[src/logic/gtm_params.svh]
// constants of the guard timer: addresses, keys, fields, reset values, timing
`ifndef GTM_PARAMS_SVH
`define GTM_PARAMS_SVH
`define GTM_ADDR_CTRL_WR    16'hFFA4
`define GTM_ADDR_RST_WR     16'hFFA6
`define GTM_ADDR_CTRL_RD    16'hFFA4
`define GTM_ADDR_CNT_RD     16'hFFA5
`define GTM_ADDR_RST_RD     16'hFFA7
`define GTM_KEY_A           8'h5A
`define GTM_KEY_B           8'hA5
`define GTM_ZERO_BYTE       8'h00
`define GTM_BIT_IOVF        7
`define GTM_BIT_MODE        6
`define GTM_BIT_CEN         5
`define GTM_BIT_CRE         6
`define GTM_BIT_WATCHDOG_OVERFLOW_FLAG        7
`define GTM_CTRL_FIXED      8'h18
`define GTM_RST_FIXED       8'h1F
`define GTM_CNT_MAX         8'hFF
`define GTM_PULSE_CYCLES    519
`define GTM_PRESC_W         17
`define GTM_TAP_SEL0        0
`define GTM_TAP_SEL1        5
`define GTM_TAP_SEL2        6
`define GTM_TAP_SEL3        8
`define GTM_TAP_SEL4        10
`define GTM_TAP_SEL5        12
`define GTM_TAP_SEL6        14
`define GTM_TAP_SEL7        16
`endif

[src/logic/gtm_pkg.sv]
// types of the guard timer
package gtm_pkg;
   typedef enum logic [1:0] {
      GTM_IDLE  = 2'b01,
      GTM_PULSE = 2'b10
   } gtm_rst_state_t;
endpackage

[src/logic/gtm_prescaler.sv]
// prescaler, held at zero while run is low, that produces one tick per selected division
`timescale 1ns/1ps
`include "gtm_params.svh"
module gtm_prescaler
   import gtm_pkg::*;
#(
   parameter int PW = `GTM_PRESC_W
) (
   input  wire logic        core_clk,
   input  wire logic        sys_rst,
   input  wire logic        run,
   input  wire logic [2:0]  clockSel,
   output logic             tick
);
   logic [PW-1:0] count;
   logic [PW-1:0] next_count;
   logic          next_tick;

   // tap position for each code, fastest to slowest
   function automatic int tapOf(input logic [2:0] sel);
      case (sel)
         3'h0:    tapOf = `GTM_TAP_SEL0;
         3'h1:    tapOf = `GTM_TAP_SEL1;
         3'h2:    tapOf = `GTM_TAP_SEL2;
         3'h3:    tapOf = `GTM_TAP_SEL3;
         3'h4:    tapOf = `GTM_TAP_SEL4;
         3'h5:    tapOf = `GTM_TAP_SEL5;
         3'h6:    tapOf = `GTM_TAP_SEL6;
         default: tapOf = `GTM_TAP_SEL7;
      endcase
   endfunction

   always_comb begin
      next_count = run ? count + 1'b1 : '0;
      next_tick  = 1'b0;
      if (run && (count[tapOf(clockSel)] == 1'b1) &&
          (next_count[tapOf(clockSel)] == 1'b0)) begin
         next_tick = 1'b1;
      end
   end

   always_ff @(posedge core_clk or posedge sys_rst) begin
      if (sys_rst) begin
         count <= '0;
         tick  <= 1'b0;
      end else begin
         count <= next_count;
         tick  <= next_tick;
      end
   end
endmodule

[src/logic/gtm_guard_timer.sv]
// 8-bit guard timer with watchdog and interval modes and keyed word writes
`timescale 1ns/1ps
`include "gtm_params.svh"
// Function
// - mode_select=1 and count_enable=1 runs watchdog mode.
// - watchdog overflow sets watchdog_overflow_flag.
// - watchdog overflow with chip_reset_enable issues internal chip reset.
// - pin reset with coincident overflow wins; watchdog flag stays clear.
// - internal reset pulse lasts exactly 519 clock cycles.
// - internal reset also restores system clock control defaults.
// - chip_reset_enable clear: no chip reset, clock control untouched.
// - mode_select=0 and count_enable=1 runs interval mode.
// - interval overflow sets interval flag and raises interrupt together.
// - only word writes modify counter, control and reset control.
// - shared write address; key 5A writes counter, A5 writes control.
// - reset control write with A5 and 00 clears watchdog flag only.
// - reset control write with 5A copies bit 6 into chip_reset_enable.
// - reads: control, counter and reset control at own byte addresses.
// - counter write coinciding with a tick wins; tick is dropped.
// - watchdog running blocks software standby; sleep is used instead.
// - interval running lets software standby proceed.
// - clearing count_enable stops and zeroes the counter.
// - clock select picks one of eight prescaled tick rates.
// - flags cleared by read while 1 then writing 0; a watchdog overflow also clears the interval flag.
// - watchdog overflow without chip reset still resets counter and control.
module gtm_guard_timer
   import gtm_pkg::*;
(
   input  wire logic        core_clk,
   input  wire logic        sys_rst,
   input  wire logic        busWrite,
   input  wire logic        busRead,
   input  wire logic        busWord,
   input  wire logic [15:0] busAddr,
   input  wire logic [15:0] busWrData,
   input  wire logic        standbyRequest,
   output logic      [7:0]  busRdData,
   output logic             intervalInterrupt,
   output logic             chipResetOut,
   output logic             clockControlReset,
   output logic             enterStandby
);
   logic [7:0]     tickCounter;
   logic           modeSelect;
   logic           countEnable;
   logic [2:0]     clockSel;
   logic           intervalFlag;
   logic           watchdogFlag;
   logic           chipResetEnable;
   logic           intervalSeen;
   logic           watchdogSeen;
   logic [9:0]     pulseCount;
   gtm_rst_state_t rstState;
   logic           tick;

   logic [7:0]     next_tickCounter;
   logic           next_modeSelect;
   logic           next_countEnable;
   logic [2:0]     next_clockSel;
   logic           next_intervalFlag;
   logic           next_watchdogFlag;
   logic           next_chipResetEnable;
   logic           next_intervalSeen;
   logic           next_watchdogSeen;
   logic [9:0]     next_pulseCount;
   gtm_rst_state_t next_rstState;
   logic [7:0]     next_busRdData;
   logic           next_intervalInterrupt;
   logic           next_chipResetOut;
   logic           next_enterStandby;

   logic           wrCounter;
   logic           wrControl;
   logic           wrRstKeyA;
   logic           wrRstKeyB;
   logic           overflow;
   logic [7:0]     ctrlView;
   logic [7:0]     rstView;

   gtm_prescaler #(.PW(`GTM_PRESC_W)) u_prescaler (
      .core_clk (core_clk),
      .sys_rst  (sys_rst),
      .run      (countEnable),
      .clockSel (clockSel),
      .tick     (tick)
   );

   // word writes only; byte writes are ignored
   always_comb begin
      wrCounter = busWrite && busWord && busAddr == `GTM_ADDR_CTRL_WR &&
                  busWrData[15:8] == `GTM_KEY_A;
      wrControl = busWrite && busWord && busAddr == `GTM_ADDR_CTRL_WR &&
                  busWrData[15:8] == `GTM_KEY_B;
      wrRstKeyA = busWrite && busWord && busAddr == `GTM_ADDR_RST_WR &&
                  busWrData[15:8] == `GTM_KEY_A;
      wrRstKeyB = busWrite && busWord && busAddr == `GTM_ADDR_RST_WR &&
                  busWrData[15:8] == `GTM_KEY_B &&
                  busWrData[7:0] == `GTM_ZERO_BYTE;
      overflow  = countEnable && tick && !wrCounter &&
                  tickCounter == `GTM_CNT_MAX;
      ctrlView  = `GTM_CTRL_FIXED;
      ctrlView[`GTM_BIT_IOVF] = intervalFlag;
      ctrlView[`GTM_BIT_MODE] = modeSelect;
      ctrlView[`GTM_BIT_CEN]  = countEnable;
      ctrlView[2:0]           = clockSel;
      rstView   = `GTM_RST_FIXED;
      rstView[`GTM_BIT_WATCHDOG_OVERFLOW_FLAG]  = watchdogFlag;
      rstView[`GTM_BIT_CRE]   = chipResetEnable;
   end

   always_comb begin
      next_tickCounter     = tickCounter;
      next_modeSelect      = modeSelect;
      next_countEnable     = countEnable;
      next_clockSel        = clockSel;
      next_intervalFlag    = intervalFlag;
      next_watchdogFlag    = watchdogFlag;
      next_chipResetEnable = chipResetEnable;
      next_intervalSeen    = intervalSeen;
      next_watchdogSeen    = watchdogSeen;
      next_pulseCount      = pulseCount;
      next_rstState        = rstState;
      next_busRdData       = busRdData;

      // reads; reading a set flag arms its clear
      if (busRead) begin
         case (busAddr)
            `GTM_ADDR_CTRL_RD: begin
               next_busRdData = ctrlView;
               if (intervalFlag) next_intervalSeen = 1'b1;
            end
            `GTM_ADDR_CNT_RD:  next_busRdData = tickCounter;
            `GTM_ADDR_RST_RD: begin
               next_busRdData = rstView;
               if (watchdogFlag) next_watchdogSeen = 1'b1;
            end
            default:           next_busRdData = `GTM_ZERO_BYTE;
         endcase
      end

      // counting; a write in the same cycle beats the tick
      if (wrCounter) begin
         next_tickCounter = busWrData[7:0];
      end else if (countEnable && tick) begin
         next_tickCounter = tickCounter + 8'h01;
      end

      if (wrControl) begin
         if (intervalSeen && !busWrData[`GTM_BIT_IOVF]) begin
            next_intervalFlag = 1'b0;
            next_intervalSeen = 1'b0;
         end
         next_modeSelect  = busWrData[`GTM_BIT_MODE];
         next_countEnable = busWrData[`GTM_BIT_CEN];
         next_clockSel    = busWrData[2:0];
         if (!busWrData[`GTM_BIT_CEN]) next_tickCounter = 8'h00;
      end else if (!countEnable) begin
         next_tickCounter = 8'h00;
      end

      if (wrRstKeyA) next_chipResetEnable = busWrData[`GTM_BIT_CRE];
      if (wrRstKeyB && watchdogSeen) begin
         next_watchdogFlag = 1'b0;
         next_watchdogSeen = 1'b0;
      end

      // overflow sets win over clears
      if (overflow && !modeSelect) next_intervalFlag = 1'b1;
      if (overflow && modeSelect) begin
         next_watchdogFlag = 1'b1;
         next_tickCounter  = 8'h00;
         next_modeSelect   = 1'b0;
         next_countEnable  = 1'b0;
         next_clockSel     = 3'h0;
         next_intervalFlag = 1'b0;
         if (chipResetEnable) begin
            next_rstState   = GTM_PULSE;
            next_pulseCount = 10'h000;
         end
      end

      case (rstState)
         GTM_IDLE: ;
         GTM_PULSE: begin
            if (pulseCount == 10'(`GTM_PULSE_CYCLES - 1)) begin
               next_rstState = GTM_IDLE;
            end else begin
               next_pulseCount = pulseCount + 10'h001;
            end
         end
         default: next_rstState = GTM_IDLE;
      endcase

      next_intervalInterrupt = next_intervalFlag;
      next_chipResetOut      = next_rstState == GTM_PULSE;
      // watchdog running forces sleep instead of standby
      next_enterStandby = standbyRequest && !(next_countEnable && next_modeSelect);
   end

   // pin reset clears everything, so a coincident overflow leaves the flag clear
   always_ff @(posedge core_clk or posedge sys_rst) begin
      if (sys_rst) begin
         tickCounter       <= 8'h00;
         modeSelect        <= 1'b0;
         countEnable       <= 1'b0;
         clockSel          <= 3'h0;
         intervalFlag      <= 1'b0;
         watchdogFlag      <= 1'b0;
         chipResetEnable   <= 1'b0;
         intervalSeen      <= 1'b0;
         watchdogSeen      <= 1'b0;
         pulseCount        <= 10'h000;
         rstState          <= GTM_IDLE;
         busRdData         <= 8'h00;
         intervalInterrupt <= 1'b0;
         chipResetOut      <= 1'b0;
         clockControlReset <= 1'b0;
         enterStandby      <= 1'b0;
      end else begin
         tickCounter       <= next_tickCounter;
         modeSelect        <= next_modeSelect;
         countEnable       <= next_countEnable;
         clockSel          <= next_clockSel;
         intervalFlag      <= next_intervalFlag;
         watchdogFlag      <= next_watchdogFlag;
         chipResetEnable   <= next_chipResetEnable;
         intervalSeen      <= next_intervalSeen;
         watchdogSeen      <= next_watchdogSeen;
         pulseCount        <= next_pulseCount;
         rstState          <= next_rstState;
         busRdData         <= next_busRdData;
         intervalInterrupt <= next_intervalInterrupt;
         chipResetOut      <= next_chipResetOut;
         clockControlReset <= next_chipResetOut;
         enterStandby      <= next_enterStandby;
      end
   end

   // pulse width counter for assertions
   logic [10:0] pulseLen;
   always_ff @(posedge core_clk or posedge sys_rst) begin
      if (sys_rst) pulseLen <= 11'h000;
      else if (chipResetOut) pulseLen <= pulseLen + 11'h001;
      else pulseLen <= 11'h000;
   end
endmodule

[config.mk]
export PLATFORM = sky130hd
export DESIGN_NAME = gtm_guard_timer
export DESIGN_NICKNAME = d
export VERILOG_FILES = /design/src/logic/gtm_pkg.sv /design/src/logic/gtm_prescaler.sv /design/src/logic/gtm_guard_timer.sv
export VERILOG_INCLUDE_DIRS = /design/src /design/src/logic
export SDC_FILE = /design/constraint.sdc
export NUM_CORES = 1
export LEC_CHECK = 0
export BUFFER_PORTS_ARGS = -buffer_cell sky130_fd_sc_hd__buf_2
export CELL_PAD_IN_SITES_DETAIL_PLACEMENT = 0
export CELL_PAD_IN_SITES_GLOBAL_PLACEMENT = 1
export CORE_MARGIN = 4
export CORE_UTILIZATION = 46
export CTS_CLUSTER_DIAMETER = 40
export DETAILED_ROUTE_END_ITERATION = 8
export GPL_ROUTABILITY_DRIVEN = 1
export PLACE_DENSITY_LB_ADDON = 0.1
export SLEW_MARGIN = 20
export SYNTH_ARGS = -nofsm -noshare
export SYNTH_HDL_FRONTEND = slang
export SYNTH_SLANG_ARGS = --single-unit
export TNS_END_PERCENT = 30
[constraint.sdc]
create_clock -name core_clk -period 3.4 [get_ports core_clk]
set_clock_uncertainty 0.05 [all_clocks]
set_input_delay 0.34 -clock core_clk [delete_from_list [all_inputs] [get_ports core_clk]]
set_output_delay 0.34 -clock core_clk [all_outputs]
set_load 0.05 [all_outputs]
## Word level (Yosys, flattened, before mapping)

Cells that the tools add are included.

- Add/subtract/negate cells: 3
- Magnitude comparators: 1
- Equal/unequal tests: 17
- Muxes and demuxes: 45
- Bitwise gates (word level): 1
- Reductions and logical operators: 34

Operators with widths:

| cell | number |
|---|---|
| == test 16 bit (second input constant) | 4 |
| 2-to-1 mux 8 bit | 6 |
| 2-to-1 mux 10 bit | 4 |
| one-hot mux 5 bit (7 select lines) | 1 |
| 2-to-1 mux 1 bit | 24 |
| one-hot mux 8 bit (3 select lines) | 1 |
| logical AND 1 bit | 19 |
| adder 17 x 1 -> 17 bit (second input constant) | 1 |
| 2-to-1 mux 17 bit | 1 |
| == test 8 bit (second input constant) | 2 |
| adder 10 x 1 -> 10 bit (second input constant) | 1 |
| binary-select mux 1 bit (select 5 bit) | 2 |
| == test 10 bit (second input constant) | 1 |
| nonzero test 2 bit | 5 |
| == test 3 bit (second input constant) | 3 |
| adder 8 x 1 -> 8 bit (second input constant) | 1 |
| == test 8 x 7 -> 1 bit (second input constant) | 1 |
| logical NOT 8 bit | 1 |
| == test 3 x 2 -> 1 bit (second input constant) | 2 |
| < comparator 5 x 6 -> 1 bit (second input constant) | 1 |
| 2-to-1 mux 2 bit | 3 |
| 2-to-1 mux 3 bit | 2 |
| nonzero test 3 bit | 2 |
| == test 2 bit (second input constant) | 2 |
| other kinds (8) | 11 |

- Register bits: 58

## Logic depth before layout (Yosys ltp)

- Word-level depth: 11
- Gate-level depth with buffers: 8
- Depth with buffers taken out: 7

## By module

A second synthesis with hierarchy kept.

- Cells, all modules: 374
- Area total of the unflattened synthesis: 3484.6 µm²

Modules (own cells, without submodules):

| module | times used | cells each | area an instance (µm²) | sequential area each (µm²) |
|---|---|---|---|---|
| gtm_guard_timer | 1 | 252 | 2324.7 | 1002.2 |
| gtm_prescaler | 1 | 122 | 1159.9 | 450.4 |

## Worst setup path before layout

Ideal clock, no wire load.

- Path kind: in2reg
- Start: in busAddr[1]
- End: reg intervalFlag
- Setup time: 0.131 ns
- Arrival: 1.918 ns
- Setup slack: 1.301 ns
- Cell stages on the path: 6
- Cells stage by stage: or3b_4 or4_1 or3_1 clkbuf_2 o31ai_1 mux2i_1

- Word-level cells in the longest chain between the ends: 9
- Elaborated cells between the ends (all ways): 14
- Those cells by class: eq/ne: 1; mux: 2; reduce/logical: 11

RTL lines:

| what | RTL line | text |
|---|---|---|
| start: declaration | gtm_guard_timer.sv:34 | `input wire logic [15:0] busAddr,` |
| == test 16 bit (*) | - |  |
| logical AND 1 bit (no line) (*) | - |  |
| logical AND 1 bit (no line) | - |  |
| logical NOT 1 bit | gtm_guard_timer.sv:99 | `overflow = countEnable && tick && !wrCounter &&` |
| logical AND 1 bit | gtm_guard_timer.sv:99 |  |
| logical AND 1 bit (no line) | - |  |
| logical AND 1 bit (on tied branches) | gtm_guard_timer.sv:168, gtm_guard_timer.sv:169 |  |
| nonzero test 3 bit (no line) or 2-to-1 mux 1 bit (tied branches) | - |  |
| AND reduction 2 bit (no line) or 2-to-1 mux 1 bit (tied branches) | - |  |
| end signal: assignment | gtm_guard_timer.sv:224 | `intervalFlag <= next_intervalFlag;` |
| end: declaration | gtm_guard_timer.sv:47 | `logic intervalFlag;` |

Every way passes the cells marked *; elsewhere a longest branch is shown, timed or not.
A chain may end at the register's enable or synchronous reset.

## Worst setup path in the final report

- Start: reg tickCounter[0]
- End: reg clockControlReset

- Word-level cells in the longest chain between the ends: 7

RTL lines:

| what | RTL line | text |
|---|---|---|
| start: declaration | gtm_guard_timer.sv:43 | `logic [7:0] tickCounter;` |
| start signal: assignment | gtm_guard_timer.sv:220 | `tickCounter <= next_tickCounter;` |
| == test 8 bit (no line) (*) | - |  |
| logical AND 1 bit (no line) (*) | - |  |
| logical AND 1 bit (*) | gtm_guard_timer.sv:169 | `if (overflow && modeSelect) begin` |
| 2-to-1 mux 2 bit (*) | gtm_guard_timer.sv:169 |  |
| 2-to-1 mux 2 bit | gtm_guard_timer.sv:185 | `` if (pulseCount == 10'(`GTM_PULSE_CYCLES - 1)) begin `` |
| one-hot mux 2 bit (2 select lines) (*) | gtm_guard_timer.sv:182 | `case (rstState)` |
| == test 2 bit (*) | gtm_guard_timer.sv:195 | `next_chipResetOut = next_rstState == GTM_PULSE;` |
| net next_chipResetOut | gtm_guard_timer.sv:69 | `logic next_chipResetOut;` |
| end signal: assignment | gtm_guard_timer.sv:234 | `clockControlReset <= next_chipResetOut;` |
| end: declaration | gtm_guard_timer.sv:40 | `output logic clockControlReset,` |

The timed path passes the listed nets; every way through them passes the cells marked *.

==> summary.txt <==
Sw Share - 23.5%
status - finished, final reports clean
Site Rows - 31
Synth Register Bits - 58
Clock power frac - 42.3%
FFs w/ async S/R, synth - 100%
final design utilization - 53.9%
drt drc - 0
Initial DRC Count - 110
largest net degree at the start of global routing - 31
crit path max-delay cell type - nor3_1
Avg Inst Size Synth - 9.29 um2
Die Area - 8850 um2
io pins - 50
hold slack - 0.0448 ns
final worst-path cycle share - 67.7%
routed vias/inst - 5.62
Post-synth EDFFs - 0
Post-synth top flop - dfrtp_1
worst rel slew slack - 56.2%
R2R Setup Slk - 1.10 ns
Final Wtd Congestion - 0.767
synthesized area - 3410 um2
antenna-violating nets left - 0
final slew viol count - 0
PnR worst setup slack - 1.10 ns
Int Power - 1.05 mW
crit start category - flop
post-DR wirelength/cell - 15.4 um
final setup vio count - 0
Critical Path End - clockControlReset
first-pass GRT wire length - 13.3 mm
Total GRT Usage - 19.2%
Post-layout nets - 456
Worst Setup Path Type - reg -> reg
Die Ht - 94.1 um
clock root cell - clkbuf_8
Comb power frac - 6.8%
worst path cell trace - ha_1, nand2_1, nor3_1, o2111ai_2, a2111oi_0
worst-path fanout max - 9
final hold vios - 0
H-tree depth - 3
Leak - 1.79 nW
synthesis-to-layout area growth - 14.0%
Sw Pwr - 324 uW
Synth warnings - 0
Post-DP HPWL - 5.62 mm
initial antenna violation count - 0
Die X - 94.1 um
CORE AREA - 7210 um2
worst reg2reg path endpoint - clockControlReset
Post-synth top cells - dfrtp_1 (57), nand2_1 (40), nand3_1 (23)
Overflow after GRT - 0
Critical Path Max Stage Delay - 0.52 ns
setup tns final - 0 ns
Synthesized Nets - 411
fill count - 723
register area share after synthesis - 42.6%
non-filler instance count after layout - 514
Cell Area, Placed - 3710 um2
clock latency on the worst-skew pair - 0.33 ns
Fmax - 0.434 GHz
cells after synthesis - 367
Clock transition at path regs - 0.07 ns
post-synth top area share - 41.9%
CP endpoint kind - flop
Max Cap Viol - 0
Worst Path Required - 3.53 ns
sequential share of power - 50.8%
cell count after placement - 500
Power Dens Cells - 355 nW/um2
CTS sink count - 58
vias - 2890
worst r2r src - tickCounter[0]
hold crit path type - in -> async
RSZ-0062 raised after global routing - false
Port Buf Inserts - 49
Worst Tran Pin Value - 0.655 ns
post-synth top area cell - dfrtp_1
fin crit period - 2.30 ns
CTS Buffer Depth - 2
setup bufs post-CTS - 0
WP data arrival - 2.44 ns
diode count - 0
layout cells sized above 1 - 19.3%
peak supply drop - 0.000198 V
TritonCTS clock tree - done
pre-CTS WS - 1.03 ns
R2R depth - 5
largest cells by area after synthesis - dfrtp_1 (42%), nand2_1 (4.4%), nand3_1 (3.4%)
Critical Path Source - tickCounter[0]
final WL - 7.90 mm
post-synth cell types - 64
number of global-route vias before repair - 2854
Post-CTS Hold Fix Bufs - 0
First-pass DRT Iterations - 6
Num CTS Buffers - 9
overall power - 1.38 mW
most common cell in the netlist - dfrtp_1
fin area - 3890 um2
post_cts resized - 0
Starting Density - 47.2%
==> registers in the layout, summed over array words and instances (netlist names), 2 cells and up <==
signal / count
pulseCount: 10
busRdData: 8
tickCounter: 8
rstState: 2
clockSel: 3
u_prescaler.count: 17
==> cells in the final DEF, fill, tap and decap left out, types with 3 or more instances in the layout <==
cell       n
xnor2_1   12
nand3_1   23
ha_1       6
a221oi_1   3
clkbuf_8   9
nor2_1    22
and2_1    17
o21a_1     7
dfrtp_1   57
a222oi_1   3
nor4_1     8
clkinv_2   3
and3_1     9
nand4_1   10
nor3_1    11
buf_4      3
o211a_1    8
or3_1      4
xor2_1    10
o21ai_0    7
nand2_1   40
a31oi_1    5
buf_2     49
a21oi_1   19
a211oi_1   4
nor4bb_1   3
nor2b_1    6
inv_1      8
nand3b_1   3
==> layer usage <==
layer | vias to the layer above | GRT usage, % | wire [um]
li1 | 1439 | - | -
met1 | 1389 | 25.7 | 3850
met2 | 51 | 31.2 | 3700
met3 | 11 | 2.64 | 230
met4 | 0 | 7.58 | 117
met5 | - | 0 | 0
==> worst min-delay path by stage <==
stage               slack, ns        endpoint          from
CTS                      0.08  tickCounter[7]       sys_rst
global placement         0.42    intervalSeen  intervalSeen
finish                   0.04  tickCounter[5]       sys_rst
global route             0.11  tickCounter[3]       sys_rst
floorplan                0.40    intervalSeen  intervalSeen
detailed placement       0.43    watchdogFlag       sys_rst
==> power by group through the flow <==
stage | Sequential, mW | Clock, mW | Combinational, mW
after global routing | 0.701 | 0.626 | 0.104
after CTS | 0.701 | 0.599 | 0.0965
after detailed placement | 0.713 | 0 | 0.0962
after floorplan | 0.739 | 0 | 0.0288
final | 0.701 | 0.583 | 0.0942
after global placement | 0.713 | 0 | 0.0953
==> worst max-delay path, delay by kind of cell, from the launching register on <==
family                   cells  cell delay, ns
adder cells (fa/ha/maj)      1            0.19
AO/OA/AOI/OAI                2            0.90
AND/OR/NAND/NOR              2            0.60
flip-flops                   1            0.41
==> final cells by class <==
type	instances	area, um2	share of cell area (%)
Inverter	9	33.8	0.869
Tap cell	99	124	3.19
Clock buffer	10	128	3.28
Timing Repair Buffer	52	268	6.89
Multi-Input combinational cell	282	1840	47.2
Clock inverter	4	45.0	1.16
Sequential cell	58	1450	37.4
==> cell families after synthesis <==
kind of cell / count (synthesis) / share of synthesized area (%)
and+or+nand+nor: 174 / 28.1
AOI/OAI and AO/OA: 76 / 16.6
DFF: 58 / 42.6
buffers and inverters: 27 / 3.52
xor gates and xnor gates: 22 / 5.65
adders and majority gates: 6 / 2.20
muxes: 4 / 1.25
Note: power is estimated with default switching activity, not from simulation.
